[src/exs_regs.svh]
/*
  constants for the exception entry sequencer: status word fields, frame
  layout, vector numbers, fault status codes and the acknowledge address.
  assumes inclusion once per compile unit through its guard.
*/
`ifndef EXS_REGS_SVH
`define EXS_REGS_SVH

// status word bit positions
`define EXS_PSW_T_BIT 15
`define EXS_PSW_S_BIT 13
`define EXS_PSW_M_BIT 12
`define EXS_PSW_I_HI 10
`define EXS_PSW_I_LO 8

// frame layout
`define EXS_FRAME_BYTES 32'h0000_0008
`define EXS_FMT_BASE 4'h4
`define EXS_VBR_KEEP 32'hFFF0_0000
`define EXS_VEC_SHIFT 2

// architecture vector numbers
`define EXS_VEC_ACCESS 8'h02
`define EXS_VEC_ADDRESS 8'h03
`define EXS_VEC_ILLEGAL 8'h04
`define EXS_VEC_PRIV 8'h08
`define EXS_VEC_TRACE 8'h09
`define EXS_VEC_LINE_A 8'h0A
`define EXS_VEC_LINE_F 8'h0B
`define EXS_VEC_DEBUG 8'h0C
`define EXS_VEC_FORMAT 8'h0E
`define EXS_VEC_TRAP0 8'h20

// fault status codes
`define EXS_FS_NONE 4'h0
`define EXS_FS_IFETCH 4'h4
`define EXS_FS_OPWRITE 4'h8
`define EXS_FS_WPROT 4'h9
`define EXS_FS_OPREAD 4'hC

// acknowledge space address: level sits in bits 4:2
`define EXS_INTERRUPT_ACK_CYCLE_BASE 32'hFFFF_FFE0
`define EXS_INTERRUPT_ACK_CYCLE_LVL_LO 2

`endif

[src/exs_pkg.sv]
/*
  types for the exception entry sequencer.
  assumes nothing beyond a systemverilog compiler.
*/
package exs_pkg;

  // exception causes presented by the detecting logic
  typedef enum logic [3:0] {
    EXS_CAUSE_ACCESS  = 4'h0,
    EXS_CAUSE_ADDRESS = 4'h1,
    EXS_CAUSE_ILLEGAL = 4'h2,
    EXS_CAUSE_PRIV    = 4'h3,
    EXS_CAUSE_TRACE   = 4'h4,
    EXS_CAUSE_LINE_A  = 4'h5,
    EXS_CAUSE_LINE_F  = 4'h6,
    EXS_CAUSE_DEBUG   = 4'h7,
    EXS_CAUSE_FORMAT  = 4'h8,
    EXS_CAUSE_TRAP    = 4'h9,
    EXS_CAUSE_IRQ     = 4'hA
  } exs_cause_t;

  // kind of bus cycle requested
  typedef enum logic [1:0] {
    EXS_BUS_READ  = 2'h0,
    EXS_BUS_WRITE = 2'h1,
    EXS_BUS_INTERRUPT_ACK_CYCLE  = 2'h2,
    EXS_BUS_FETCH = 2'h3
  } exs_bus_t;

  typedef enum logic [2:0] {
    EXS_ST_IDLE  = 3'h0,
    EXS_ST_INTERRUPT_ACK_CYCLE  = 3'h1,
    EXS_ST_PUSH0 = 3'h2,
    EXS_ST_PUSH1 = 3'h3,
    EXS_ST_VEC   = 3'h4,
    EXS_ST_FETCH = 3'h5,
    EXS_ST_GUARD = 3'h6
  } exs_state_t;

endpackage

[src/exs_seq.sv]
/*
  exception entry sequencer: saves the status word, enters supervisor
  state, finds the vector, pushes the two-longword frame and fetches the
  handler address, then issues the first handler fetch.
  assumes a single-outstanding bus with a one-cycle done strobe, and that
  the core holds exc_req until exc_ack.
*/
`timescale 1ns/1ps
`default_nettype none
`include "exs_regs.svh"

// What this block does
// - keep status copy, then set supervisor, clear trace
// - interrupts also clear master flag and set mask to level
// - non-interrupt vectors come from the exception type, no bus cycle
// - interrupts run an acknowledge cycle with level in address
// - frame goes on the one stack pointer, aligned down to four
// - frame is two longwords: format/vector plus status, then pc
// - handler address read at table base plus four times vector
// - finish once the handler's first opcode fetch completes
// - table holds 256 vectors; 64 architectural, 192 user interrupts
// - faulting-instruction pc stacked for errors, illegal, privilege, line-a/f, format
// - next-instruction pc stacked for trace, debug, traps, interrupts
// - no interrupt sampling during handler's first instruction
// - format field four to seven from stack pointer low bits
// - fault status only for access and address errors, else zero
// - fault codes: fetch, operand write, protected write, operand read
// - vector field holds internal number or acknowledged number
// - restart model: faulting pc lets the instruction rerun
// - table base uses upper twelve bits, low twenty zero
// - levels at or below mask inhibited, level seven edge excepted
module exs_seq
  import exs_pkg::*;
(
  input wire logic clk_sys, // core clock, 25 MHz
  input wire logic rst_b, // async reset, active low
  input wire logic exc_req, // fault or trap pending
  input wire exs_pkg::exs_cause_t exc_cause, // its cause
  input wire logic [3:0] exc_trap_num, // trap number 0-15
  input wire logic [3:0] exc_fault_code, // raw fault status
  input wire logic [31:0] pc_fault, // pc of faulting instruction
  input wire logic [31:0] pc_next, // pc of next instruction
  input wire logic [15:0] processor_status_word, // live status word
  input wire logic [31:0] system_stack_pointer, // live stack pointer
  input wire logic [31:0] vector_table_base, // table base register
  input wire logic [2:0] irq_pin, // interrupt level from pins
  input wire logic insn_boundary, // core may take an interrupt now
  input wire logic insn_done, // an instruction completed
  input wire logic bus_done, // bus cycle finished
  input wire logic [31:0] bus_rdata, // read data
  output logic exc_ack, // one-cycle: exc_req accepted
  output logic exc_busy, // sequencer in progress
  output logic bus_req, // bus cycle request, held until done
  output exs_pkg::exs_bus_t bus_kind, // cycle kind
  output logic [31:0] bus_addr, // cycle address
  output logic [31:0] bus_wdata, // write data
  output logic psw_we, // one-cycle: load new status word
  output logic [15:0] psw_new, // new status word
  output logic [15:0] psw_saved, // internal copy of status word
  output logic sp_we, // one-cycle: load new stack pointer
  output logic [31:0] sp_new, // handler stack pointer
  output logic pc_we, // one-cycle: handler pc valid
  output logic [31:0] pc_new, // handler pc
  output logic exc_done // one-cycle: first handler fetch completed
);
  exs_state_t state_ff, nxt_state;
  logic [2:0] irq_sync1_ff, irq_sync2_ff;
  logic [15:0] psw_saved_ff;
  logic [7:0] vec_ff;
  logic [3:0] fs_ff;
  logic [31:0] pc_stk_ff;
  logic [31:0] sp_base_ff;
  logic [3:0] fmt_ff;
  logic [31:0] handler_ff;
  logic exc_ack_ff, bus_req_ff, psw_we_ff, sp_we_ff, pc_we_ff, exc_done_ff;
  exs_bus_t bus_kind_ff;
  logic [31:0] bus_addr_ff, bus_wdata_ff, sp_new_ff, pc_new_ff;
  logic [15:0] psw_new_ff;
  logic guard_ff;
  logic busy_ff;

  // interrupt pins come from outside the clock domain
  always_ff @(posedge clk_sys or negedge rst_b) begin
    if (!rst_b) begin
      irq_sync1_ff <= 3'h0;
      irq_sync2_ff <= 3'h0;
    end else begin
      irq_sync1_ff <= irq_pin;
      irq_sync2_ff <= irq_sync1_ff;
    end
  end

  wire irq_pend;
  wire [2:0] irq_pend_lvl;
  wire idle = (state_ff == EXS_ST_IDLE);
  wire irq_block = !idle || guard_ff || !insn_boundary;
  // an interrupt wins a tie; the fault stays held and is taken afterwards
  wire start_irq = idle && irq_pend && !irq_block;
  wire start_exc = idle && exc_req && !start_irq;
  // end of each bus step except PUSH0, for the captures and strobes below
  wire interrupt_ack_cycle_done = (state_ff == EXS_ST_INTERRUPT_ACK_CYCLE) && bus_done;
  wire push1_done = (state_ff == EXS_ST_PUSH1) && bus_done;
  wire vec_done = (state_ff == EXS_ST_VEC) && bus_done;
  wire fetch_done = (state_ff == EXS_ST_FETCH) && bus_done;

  exs_irq_gate u_irq_gate (
    .clk_sys(clk_sys),
    .rst_b(rst_b),
    .irq_level(irq_sync2_ff),
    .mask_level(processor_status_word[`EXS_PSW_I_HI:`EXS_PSW_I_LO]),
    .block(irq_block),
    .take(start_irq),
    .pend(irq_pend),
    .pend_level(irq_pend_lvl)
  );

  wire [7:0] trap_vec = `EXS_VEC_TRAP0 | {4'h0, exc_trap_num};
  logic [7:0] int_vec;
  always_comb begin
    case (exc_cause)
      EXS_CAUSE_ACCESS: int_vec = `EXS_VEC_ACCESS;
      EXS_CAUSE_ADDRESS: int_vec = `EXS_VEC_ADDRESS;
      EXS_CAUSE_ILLEGAL: int_vec = `EXS_VEC_ILLEGAL;
      EXS_CAUSE_PRIV: int_vec = `EXS_VEC_PRIV;
      EXS_CAUSE_TRACE: int_vec = `EXS_VEC_TRACE;
      EXS_CAUSE_LINE_A: int_vec = `EXS_VEC_LINE_A;
      EXS_CAUSE_LINE_F: int_vec = `EXS_VEC_LINE_F;
      EXS_CAUSE_DEBUG: int_vec = `EXS_VEC_DEBUG;
      EXS_CAUSE_FORMAT: int_vec = `EXS_VEC_FORMAT;
      default: int_vec = trap_vec;
    endcase
  end

  wire pc_is_fault = (exc_cause == EXS_CAUSE_ACCESS) || (exc_cause == EXS_CAUSE_ADDRESS) ||
                     (exc_cause == EXS_CAUSE_ILLEGAL) || (exc_cause == EXS_CAUSE_PRIV) ||
                     (exc_cause == EXS_CAUSE_LINE_A) || (exc_cause == EXS_CAUSE_LINE_F) ||
                     (exc_cause == EXS_CAUSE_FORMAT);
  wire [31:0] pc_pick = pc_is_fault ? pc_fault : pc_next;

  wire fs_allowed = (exc_cause == EXS_CAUSE_ACCESS) || (exc_cause == EXS_CAUSE_ADDRESS);
  // defined codes pass, reserved ones read as zero
  wire fs_legal = (exc_fault_code == `EXS_FS_IFETCH) || (exc_fault_code == `EXS_FS_OPWRITE) ||
                  (exc_fault_code == `EXS_FS_WPROT) || (exc_fault_code == `EXS_FS_OPREAD);
  wire [3:0] fs_pick = (fs_allowed && fs_legal) ? exc_fault_code : `EXS_FS_NONE;

  // format from stack pointer low bits
  wire [3:0] fmt_pick = `EXS_FMT_BASE | {2'h0, system_stack_pointer[1:0]};
  wire [31:0] sp_align = {system_stack_pointer[31:2], 2'h0};
  wire [31:0] frame_lo = sp_align - `EXS_FRAME_BYTES;

  logic [15:0] psw_enter;
  always_comb begin
    psw_enter = processor_status_word;
    psw_enter[`EXS_PSW_S_BIT] = 1'b1;
    psw_enter[`EXS_PSW_T_BIT] = 1'b0;
    if (start_irq) begin
      psw_enter[`EXS_PSW_M_BIT] = 1'b0;
      psw_enter[`EXS_PSW_I_HI:`EXS_PSW_I_LO] = irq_pend_lvl;
    end
  end

  wire [31:0] interrupt_ack_cycle_addr = `EXS_INTERRUPT_ACK_CYCLE_BASE | ({29'h0, irq_pend_lvl} << `EXS_INTERRUPT_ACK_CYCLE_LVL_LO);
  // first longword: format, fault, vector over status
  wire [31:0] frame_w0 = {fmt_ff, fs_ff, vec_ff, psw_saved_ff};
  // table address, 256 entries of four bytes
  wire [31:0] vec_addr = (vector_table_base & `EXS_VBR_KEEP) | ({24'h0, vec_ff} << `EXS_VEC_SHIFT);

  wire [7:0] ack_vec = bus_rdata[7:0];

  always_comb begin
    nxt_state = state_ff;
    case (state_ff)
      EXS_ST_IDLE: begin
        if (start_irq)
          nxt_state = EXS_ST_INTERRUPT_ACK_CYCLE;
        else if (start_exc)
          nxt_state = EXS_ST_PUSH0;
      end
      EXS_ST_INTERRUPT_ACK_CYCLE: if (bus_done) nxt_state = EXS_ST_PUSH0;
      EXS_ST_PUSH0: if (bus_done) nxt_state = EXS_ST_PUSH1;
      EXS_ST_PUSH1: if (bus_done) nxt_state = EXS_ST_VEC;
      EXS_ST_VEC: if (bus_done) nxt_state = EXS_ST_FETCH;
      EXS_ST_FETCH: if (bus_done) nxt_state = EXS_ST_GUARD;
      EXS_ST_GUARD: nxt_state = EXS_ST_IDLE;
      default: nxt_state = EXS_ST_IDLE;
    endcase
  end

  // bus request for the state being entered; held until bus_done
  // the next step's request replaces the last on the done edge, so cycles run back to back
  wire enter_bus = (nxt_state != state_ff) && (nxt_state != EXS_ST_GUARD) && (nxt_state != EXS_ST_IDLE);
  logic [31:0] nxt_addr, nxt_wdata;
  exs_bus_t nxt_kind;
  always_comb begin
    nxt_kind = EXS_BUS_READ;
    nxt_addr = 32'h0000_0000;
    nxt_wdata = 32'h0000_0000;
    case (nxt_state)
      EXS_ST_INTERRUPT_ACK_CYCLE: begin
        nxt_kind = EXS_BUS_INTERRUPT_ACK_CYCLE;
        nxt_addr = interrupt_ack_cycle_addr;
      end
      EXS_ST_PUSH0: begin
        nxt_kind = EXS_BUS_WRITE;
        // lower address holds the first longword
        nxt_addr = idle ? frame_lo : sp_base_ff;
        nxt_wdata = idle ? {fmt_pick, fs_pick, int_vec, processor_status_word}
                         : {fmt_ff, fs_ff, ack_vec, psw_saved_ff};
      end
      EXS_ST_PUSH1: begin
        nxt_kind = EXS_BUS_WRITE;
        nxt_addr = sp_base_ff + 32'h0000_0004;
        nxt_wdata = pc_stk_ff;
      end
      EXS_ST_VEC: begin
        nxt_kind = EXS_BUS_READ;
        nxt_addr = vec_addr;
      end
      EXS_ST_FETCH: begin
        nxt_kind = EXS_BUS_FETCH;
        nxt_addr = bus_rdata;
      end
      default: nxt_kind = EXS_BUS_READ;
    endcase
  end

  // capture of context at entry
  always_ff @(posedge clk_sys or negedge rst_b) begin
    if (!rst_b) begin
      psw_saved_ff <= 16'h0000;
      vec_ff <= 8'h00;
      fs_ff <= 4'h0;
      pc_stk_ff <= 32'h0000_0000;
      sp_base_ff <= 32'h0000_0000;
      fmt_ff <= 4'h0;
    end else if (start_irq || start_exc) begin
      psw_saved_ff <= processor_status_word;
      // an interrupt's number is unknown until the acknowledge returns it
      vec_ff <= start_irq ? 8'h00 : int_vec;
      fs_ff <= start_irq ? `EXS_FS_NONE : fs_pick;
      pc_stk_ff <= start_irq ? pc_next : pc_pick;
      sp_base_ff <= frame_lo;
      fmt_ff <= fmt_pick;
    end else if (interrupt_ack_cycle_done) begin
      vec_ff <= ack_vec;
    end
  end

  always_ff @(posedge clk_sys or negedge rst_b) begin
    if (!rst_b) begin
      state_ff <= EXS_ST_IDLE;
      busy_ff <= 1'b0;
      bus_req_ff <= 1'b0;
      bus_kind_ff <= EXS_BUS_READ;
      bus_addr_ff <= 32'h0000_0000;
      bus_wdata_ff <= 32'h0000_0000;
      handler_ff <= 32'h0000_0000;
    end else begin
      state_ff <= nxt_state;
      busy_ff <= (nxt_state != EXS_ST_IDLE);
      if (enter_bus) begin
        bus_req_ff <= 1'b1;
        bus_kind_ff <= nxt_kind;
        bus_addr_ff <= nxt_addr;
        bus_wdata_ff <= nxt_wdata;
      end else if (bus_done) begin
        bus_req_ff <= 1'b0;
      end
      if (vec_done)
        handler_ff <= bus_rdata;
    end
  end

  // one-cycle strobes to the core
  always_ff @(posedge clk_sys or negedge rst_b) begin
    if (!rst_b) begin
      exc_ack_ff <= 1'b0;
      psw_we_ff <= 1'b0;
      psw_new_ff <= 16'h0000;
      sp_we_ff <= 1'b0;
      sp_new_ff <= 32'h0000_0000;
      pc_we_ff <= 1'b0;
      pc_new_ff <= 32'h0000_0000;
      exc_done_ff <= 1'b0;
    end else begin
      exc_ack_ff <= start_exc;
      psw_we_ff <= start_irq || start_exc;
      if (start_irq || start_exc)
        psw_new_ff <= psw_enter;
      // handler stack pointer, 8 to 11 below original
      sp_we_ff <= push1_done;
      if (push1_done)
        sp_new_ff <= sp_base_ff;
      pc_we_ff <= fetch_done;
      exc_done_ff <= fetch_done;
      if (fetch_done)
        pc_new_ff <= handler_ff;
    end
  end

  // limitation: a handler whose first instruction never completes keeps interrupts off
  // guard spans the handler's first instruction
  always_ff @(posedge clk_sys or negedge rst_b) begin
    if (!rst_b)
      guard_ff <= 1'b0;
    else if (state_ff == EXS_ST_GUARD)
      guard_ff <= 1'b1;
    else if (insn_done)
      guard_ff <= 1'b0;
  end

  assign exc_ack = exc_ack_ff;
  assign exc_busy = busy_ff;
  assign bus_req = bus_req_ff;
  assign bus_kind = bus_kind_ff;
  assign bus_addr = bus_addr_ff;
  assign bus_wdata = bus_wdata_ff;
  assign psw_we = psw_we_ff;
  assign psw_new = psw_new_ff;
  assign psw_saved = psw_saved_ff;
  assign sp_we = sp_we_ff;
  assign sp_new = sp_new_ff;
  assign pc_we = pc_we_ff;
  assign pc_new = pc_new_ff;
  assign exc_done = exc_done_ff;
endmodule

`default_nettype wire

[src/exs_irq_gate.sv]
/*
  interrupt request gate: masks levels at or below the mask except an
  edge of level seven, and holds sampling off while blocked.
  assumes irq_level is already synchronous to clk_sys.
*/
`timescale 1ns/1ps
`default_nettype none

module exs_irq_gate (
  input wire logic clk_sys, // core clock
  input wire logic rst_b, // async reset, active low
  input wire logic [2:0] irq_level, // requested level, 0 none
  input wire logic [2:0] mask_level, // current priority mask
  input wire logic block, // sampling inhibited
  input wire logic take, // request consumed
  output logic pend, // a request may be taken
  output logic [2:0] pend_level // its level
);
  logic lvl7_ff;
  logic nmi_ff;
  logic nxt_nmi;
  wire is7 = (irq_level == 3'h7);
  wire edge7 = is7 && !lvl7_ff;
  wire above = (irq_level > mask_level);

  // at mask seven, level seven counts only on its rising edge; that edge is kept until
  // serviced so a blocked handler start does not lose it
  // a take in the edge's own cycle serves that edge, so it is not kept
  assign nxt_nmi = (edge7 | nmi_ff) & ~take;
  assign pend = !block && (nmi_ff || above);
  assign pend_level = nmi_ff ? 3'h7 : irq_level;

  always_ff @(posedge clk_sys or negedge rst_b) begin
    if (!rst_b) begin
      lvl7_ff <= 1'b0;
      nmi_ff <= 1'b0;
    end else begin
      lvl7_ff <= is7;
      nmi_ff <= nxt_nmi;
    end
  end
endmodule

`default_nettype wire

[config.mk]
export PLATFORM = sky130hd
export DESIGN_NAME = exs_seq
export DESIGN_NICKNAME = d
export VERILOG_FILES = /design/src/exs_pkg.sv /design/src/exs_seq.sv /design/src/exs_irq_gate.sv
export VERILOG_INCLUDE_DIRS = /design/src /design/src/src
export SDC_FILE = /design/constraint.sdc
export NUM_CORES = 1
export LEC_CHECK = 0
export ABC_AREA = 1
export BUFFER_PORTS_ARGS = -buffer_cell sky130_fd_sc_hd__buf_4
export CAP_MARGIN = 20
export CORE_ASPECT_RATIO = 1.25
export CORE_MARGIN = 8
export CORE_UTILIZATION = 45
export CTS_BUF_LIST = sky130_fd_sc_hd__clkbuf_8
export CTS_CLUSTER_SIZE = 24
export DETAILED_ROUTE_END_ITERATION = 10
export PLACE_DENSITY = 0.78
export SLEW_MARGIN = 10
export SYNTH_ARGS = -nofsm -noshare
export SYNTH_HDL_FRONTEND = slang
export SYNTH_SLANG_ARGS = --single-unit
[constraint.sdc]
create_clock -name clk_sys -period 3 [get_ports clk_sys]
set_clock_uncertainty 0.1 [all_clocks]
set_input_delay 0.45 -clock clk_sys [delete_from_list [all_inputs] [get_ports clk_sys]]
set_output_delay 0.45 -clock clk_sys [all_outputs]
set_load 0.02 [all_outputs]
==> After elaboration in Yosys (flattened, before gate mapping) <==
Index checks and enable logic that the tools add are counted.
{ "word_totals": {"register_bits": 290, "input_bits": 197, "wordCells": 124} }
{ "classes": {"add_sub_neg": 2, "order_cmp": 1, "n_eq_ne": 26, "n_mux": 28, "bitwise": 4, "reduce_logical": 38} }
{ "ops": {"columns": ["op", "n"], "rows": [
  ["32-bit one-hot mux with 5 select lines", 1],
  ["32-bit 2-to-1 mux", 3],
  ["32-bit one-hot mux with 2 select lines", 1],
  ["6-bit one-hot mux with 9 select lines", 1],
  ["32-bit by 3-bit adder with 32-bit output (second input constant)", 1],
  ["32-bit by 10-bit OR with 32-bit output", 1],
  ["32-bit by 4-bit subtractor with 32-bit output (second input constant)", 1],
  ["31-bit 2-to-1 mux", 1],
  ["3-bit 2-to-1 mux", 9],
  ["8-bit 2-to-1 mux", 3],
  ["4-bit by 3-bit == test with 1-bit output (second input constant)", 5],
  ["3-bit == test (second input constant)", 6],
  ["3-bit one-hot mux with 6 select lines", 1],
  ["4-bit == test (second input constant)", 4],
  ["1-bit logical AND", 13],
  ["1-bit logical OR", 13],
  ["3-bit by 2-bit == test with 1-bit output (second input constant)", 4],
  ["4-bit by 2-bit == test with 1-bit output (second input constant)", 2],
  ["4-bit 2-to-1 mux", 2],
  ["3-bit by 1-bit == test with 1-bit output (second input constant)", 2],
  ["2-bit one-hot mux with 3 select lines", 1],
  ["2-bit nonzero test", 3],
  ["1-bit zero test", 5],
  ["1-bit 2-to-1 mux", 5],
  ["11 further kinds", 11]
]} }

==> Logic depth before layout (Yosys ltp) <==
{ "logic_depth": {"depth_word": 17, "mapped_depth": 19, "depth_no_buf": 17} }

==> Hierarchy <==
A second synthesis with hierarchy kept.
{ "unflattened": {"cells_unflattened": 1914, "area_unflattened_um2": 14156.1} }
{ "by_module_without_submodules": {"columns": ["mod", "instances", "cells_each", "area_per_inst_um2", "seq_area_each_um2"], "rows": [
  ["exs_seq", 1, 1889, 13979.7, 6831.6],
  ["exs_irq_gate", 1, 25, 176.4, 50.0]
]} }

==> Least setup slack after synthesis <==
No wires, ideal clock.
{ "synth_path": {"kind": "input -> register", "startpoint": "in processor_status_word[10]", "endpoint": "reg bus_addr_ff[22] (netlist: bus_addr[22])", "arrival_time_ps": 1974, "t_required_ps": 2780, "path_slack_ps": 805, "stages": 16, "cell_sequence": "inv_1 > ha_1 > a21oi_1 > nand2_1 > nand2_1 > nand2_1 > nand2_2 > buf_6 > nand2_2 > nand2_2 > nand3_2 > nand3_4 > inv_2 > buf_2 > o21ai_1 > nand2_1"} }
{ "synth_between": {"elab_chain_cells": 13, "elab_cells_between_ends": 21, "classes_between": "order compare (1); eq/ne (7); mux (4); reduce/logical (9)"} }
{ "synth_lines": {"columns": ["item", "line", "source"], "rows": [
  ["start: declaration", "exs_seq.sv:43", "input wire logic [15:0] processor_status_word,"],
  ["3-bit > comparator (*)", "exs_irq_gate.sv:24", "wire above = (irq_level > mask_level);"],
  ["1-bit logical OR (*)", "exs_irq_gate.sv:30", "assign pend = !block && (nmi_ff || above);"],
  ["1-bit logical AND (*)", "exs_irq_gate.sv:30", null],
  ["1-bit logical AND (*) (2 in series)", "exs_seq.sv:98", "wire start_irq = idle && irq_pend && !irq_block;"],
  ["1-bit zero test", "exs_seq.sv:99", "wire start_exc = idle && exc_req && !start_irq;"],
  ["1-bit logical AND", "exs_seq.sv:99", null],
  ["3-bit 2-to-1 mux", "exs_seq.sv:176", "else if (start_exc)"],
  ["3-bit 2-to-1 mux (*)", "exs_seq.sv:174", "if (start_irq)"],
  ["3-bit one-hot mux with 6 select lines (*)", "exs_seq.sv:172", "case (state_ff)"],
  ["parallel branches: the longest is 3 deep, another holds 32-bit one-hot mux with 5 select lines", null, null],
  ["end signal: assignment", "exs_seq.sv:264", "bus_addr_ff <= nxt_addr;"],
  ["end: declaration", "exs_seq.sv:77", "logic [31:0] bus_addr_ff, bus_wdata_ff, sp_new_ff, pc_new_ff;"]
]} }
Every way passes the cells marked *.
A chain may end at the register's enable or synchronous reset.

==> Worst setup path after layout <==
{ "layout_path": {"startpoint": "reg irq_sync2_ff[2]", "endpoint": "reg bus_kind_ff[1] (netlist: bus_kind[1])"} }
{ "layout_between": {"elab_chain_cells": 13, "elab_cells_between_ends": 21, "classes_between": "order compare (1); eq/ne (6); mux (4); reduce/logical (10)"} }
{ "layout_lines": {"columns": ["item", "line", "source"], "rows": [
  ["start: declaration", "exs_seq.sv:67", "logic [2:0] irq_sync1_ff, irq_sync2_ff;"],
  ["start signal: assignment", "exs_seq.sv:89", "irq_sync2_ff <= irq_sync1_ff;"],
  ["3-bit > comparator (*)", "exs_irq_gate.sv:24", null],
  ["1-bit logical OR (*)", "exs_irq_gate.sv:30", null],
  ["1-bit logical AND (*)", "exs_irq_gate.sv:30", null],
  ["1-bit logical AND (*) (2 in series)", "exs_seq.sv:98", null],
  ["1-bit zero test", "exs_seq.sv:99", null],
  ["1-bit logical AND", "exs_seq.sv:99", null],
  ["3-bit 2-to-1 mux", "exs_seq.sv:176", null],
  ["3-bit 2-to-1 mux (*)", "exs_seq.sv:174", null],
  ["3-bit one-hot mux with 6 select lines (*)", "exs_seq.sv:172", null],
  ["3-bit by 2-bit == test with 1-bit output / 3-bit inequality test (equally long branches)", "exs_seq.sv:198, exs_seq.sv:191", null],
  ["2-bit OR reduction (no source line) / 1-bit logical AND (equally long branches)", null, null],
  ["2-bit one-hot mux with 3 select lines / 1-bit logical AND (equally long branches)", "exs_seq.sv:198, exs_seq.sv:191", null],
  ["end signal: assignment", "exs_seq.sv:263", "bus_kind_ff <= nxt_kind;"],
  ["end: declaration", "exs_seq.sv:76", "exs_bus_t bus_kind_ff;"]
]} }
Mark *: on every way between the ends. The rest lies on a longest branch, timed or not.

==> metrics.md <==
| Metric | Value |
|---|---|
| Status | finished, final reports clean |
| Met1 GRT Util | 0.316 |
| Commonest non-fill, non-tap cell in the layout | nand2_1 |
| Final period utilization | 0.861 |
| Worst relative slew slack | 0.563 |
| Row count | 73 |
| Setup TNS | 0 ps |
| Critical path arrival | 3000 ps |
| Power Density | approximately 1100 mW/mm^2 |
| Met2 Use GR | 0.478 |
| First-pass GRT wire length | 83,000 um |
| Busiest grt layer | met2 |
| I/O Buffers | 342 |
| Final hold viol count | 0 |
| Netlist cell types | 38 |
| MaxCap Viol Count | 0 |
| Critical Path End Type | register |
| Dominant synthesized flop cell | dfrtp_1 |
| H-tree depth | 2 |
| Post-synth EDFFs | 0 |
| Final WL | 53,500 um |
| Syn Area/Cell | 7.29 um^2 |
| Min Clock Period, post-route | 2580 ps |
| Clk slew on worst S/H paths | 60 ps |
| Final Hold Slack | about 25 ps |
| Estimated wirelength of the detail-placed design | 40,900 um |
| Area Growth Syn to Fin | 30.0% |
| Final Setup Violations | 0 |
| Most frequent cells in the layout | nand2_1 (756), buf_4 (379), dfrtp_1 (275) |
| Grt ovf | 0 |
| ANT cells | 0 |
| Via count | 14,600 |
| Placer congestion estimate | 0.961 |
| Max Slew Vio Count | 0 |
| Hold WC Path Type | in -> reg |
| Die width | 175 um |
| Maximum number of pins on one net before global-route repair | 111 |
| Clock tree root driver cell | clkbuf_8 |
| Io pins | 366 |
| Nets@finish | between 2,000 and 3,000 |
| Mapped Cells | 1,953 |
| Crit Path Max Fanout | 35 |
| CTS tree | yes |
| Initial Util | 0.452 |
| DR vias/cell | 5.29 |
| Post-synthesis sequential area ratio | 0.483 |
| First-pass detailed-route iteration total | 5 |
| Pleak | around 9.6 nW |
| Worst skew pair latency | about 600 ps |
| R2R Setup Slk | 420 ps |
| Clock sink count | 275 |
| RSZ-0062 raised after global routing | no |
| Hold Crit Start | pc_next[7] |
| Clock tree buffer depth | 3 |
| Number of global-route vias before repair | about 15,000 |
| Worst setup SP type | register |
| Initial antenna violation count | 0 |
| Post-CTS resize count | 0 |
| Critical path class | reg -> reg |
| GRT Total Usage | 0.278 |
| 1st-iter DRT viols | around 990 |
| Die area | between 0.03 and 0.04 mm^2 |
| Maximum VDD drop | 0.000725 V |
| Req. time, crit path | 3420 ps |
| Die Y-Extent | 215 um |
| Worst slew pin tran | between 600 and 700 ps |
| CTS Buf Count | 43 |
| Share of layout cells above drive strength 1 | 0.205 |
| Post-Syn Area | roughly 0.014 mm^2 |
| Crit path from | irq_sync2_ff[2] |
| DRC violations left | 0 |
| WL/cell | 19.4 um |
| GR Layer Usage met3 | 0.0661 |
| Yosys warns | 0 |
| Post-synth ARST share | 1.00 |
| Fmax | 387 MHz |
| Synthesized flop and latch total | 275 |
| Worst r2r src | irq_sync2_ff[2] |
| Antenna Violating Nets Remaining | 0 |
| Postcts setup bufs | 0 |
| Core Region | 0.0315 mm^2 |
==> synthesized netlist by cell type, types with 6 or more instances <==
master / count / area (um^2)
nand3_1: 107 / 536
a31oi_1: 10 / 62.6
clkbuf_1: 54 / 203
nor2_1: 125 / 469
inv_1: 151 / 567
a21oi_1: 80 / 400
buf_2: 28 / 140
xor2_1: 15 / 131
nor3_1: 24 / 120
nand4_1: 36 / 225
xnor2_1: 7 / 61.3
dfrtp_1: 275 / 6880
o21ai_0: 196 / 981
nand2_1: 756 / 2840
buf_4: 21 / 158
buf_1: 6 / 22.5
==> per-stage QoR <==
stage | instances | total power [mW] | area [um^2] | setup slack (ps) | util
2_1_floorplan | 1955 | 13.2 | 14300 | 805 | -
6_report | 2759 | 21.0 | 18500 | 416 | 0.588
4_1_cts | 2759 | 21.0 | 18500 | 444 | 0.588
5_1_grt | 2759 | 22.4 | 18500 | 259 | 0.588
3_5_place_dp | 2643 | 17.7 | 17300 | 178 | 0.548
3_3_place_gp | 2643 | 17.4 | 17300 | 249 | 0.548
==> report_power, final <==
part | total (mW) | leakage, nW | switching [mW] | internal, mW
clock network | 3.19 | 0.475 | 1.55 | 1.63
logic | 11.3 | 5.68 | 7.44 | 3.81
registers | 6.52 | 3.43 | 1.16 | 5.36
==> routing by layer <==
layer  vias to the layer above  wire length [um]
li1                       6946                 -
met1                      6874             20100
met2                       629             26400
met3                       138              4150
met4                         0              2860
met5                         -                 0
==> repair_timing <==
| item | CTS | global route |
|---|---|---|
| hold endpoints to repair | 113 | 0 |
| hold buffers | 43 | 0 |
| setup endpoints to repair | 0 | 0 |
==> path summary, 6_finish.rpt <==
kind	end	cells past startpoint
max	bus_kind[1]	15
min in group asynchronous	psw_saved[0]	2
min	pc_stk_ff[7]	3
min reg2reg	irq_sync2_ff[2]	0
max in group asynchronous	bus_addr[13]	3
max reg2reg	bus_kind[1]	15
==> sequential cells by signal, summed over array words and instances (netlist names), 4 cells and up <==
register,flops
sp_base_ff,30
fs_ff,4
psw_new,5
psw_saved,16
sp_new,30
bus_wdata,32
pc_new,32
vec_ff,8
handler_ff,32
bus_addr,32
pc_stk_ff,32
==> layout make-up <==
cell class | count | area, um^2
multi-input cells | 1409 | 6260
flip-flops and latches | 275 | 6880
inverters | 160 | 601
clock inverters | 22 | 133
well taps | 412 | 515
fillers | 2863 | 13000
repair buffers | 430 | 3430
clock buffers | 51 | 702
==> logic make-up after synthesis <==
kind of cell               Yosys count  synth area share
other                                1          0.000263
DFF                                275             0.483
buffers and inverters              271            0.0804
and+or+nand+nor                   1071             0.306
AOI/OAI and AO/OA                  308             0.112
xor gates and xnor gates            22            0.0135
adders and majority gates            5           0.00439
==> critical path, stage by stage (launching register included) <==
cell     delay [ps]
dfrtp_1         420
ha_1            330
a21oi_1         150
nand2_1          70
nand2_1          70
nand2_1          70
nand2_2         160
nand2_2         110
nand2_1         110
nand2_1          90
nand3_2         100
nand3_4         100
inv_2            70
buf_4           390
nand2_1         120
nand2_1          80
Note: power is estimated with default switching activity, not from simulation.
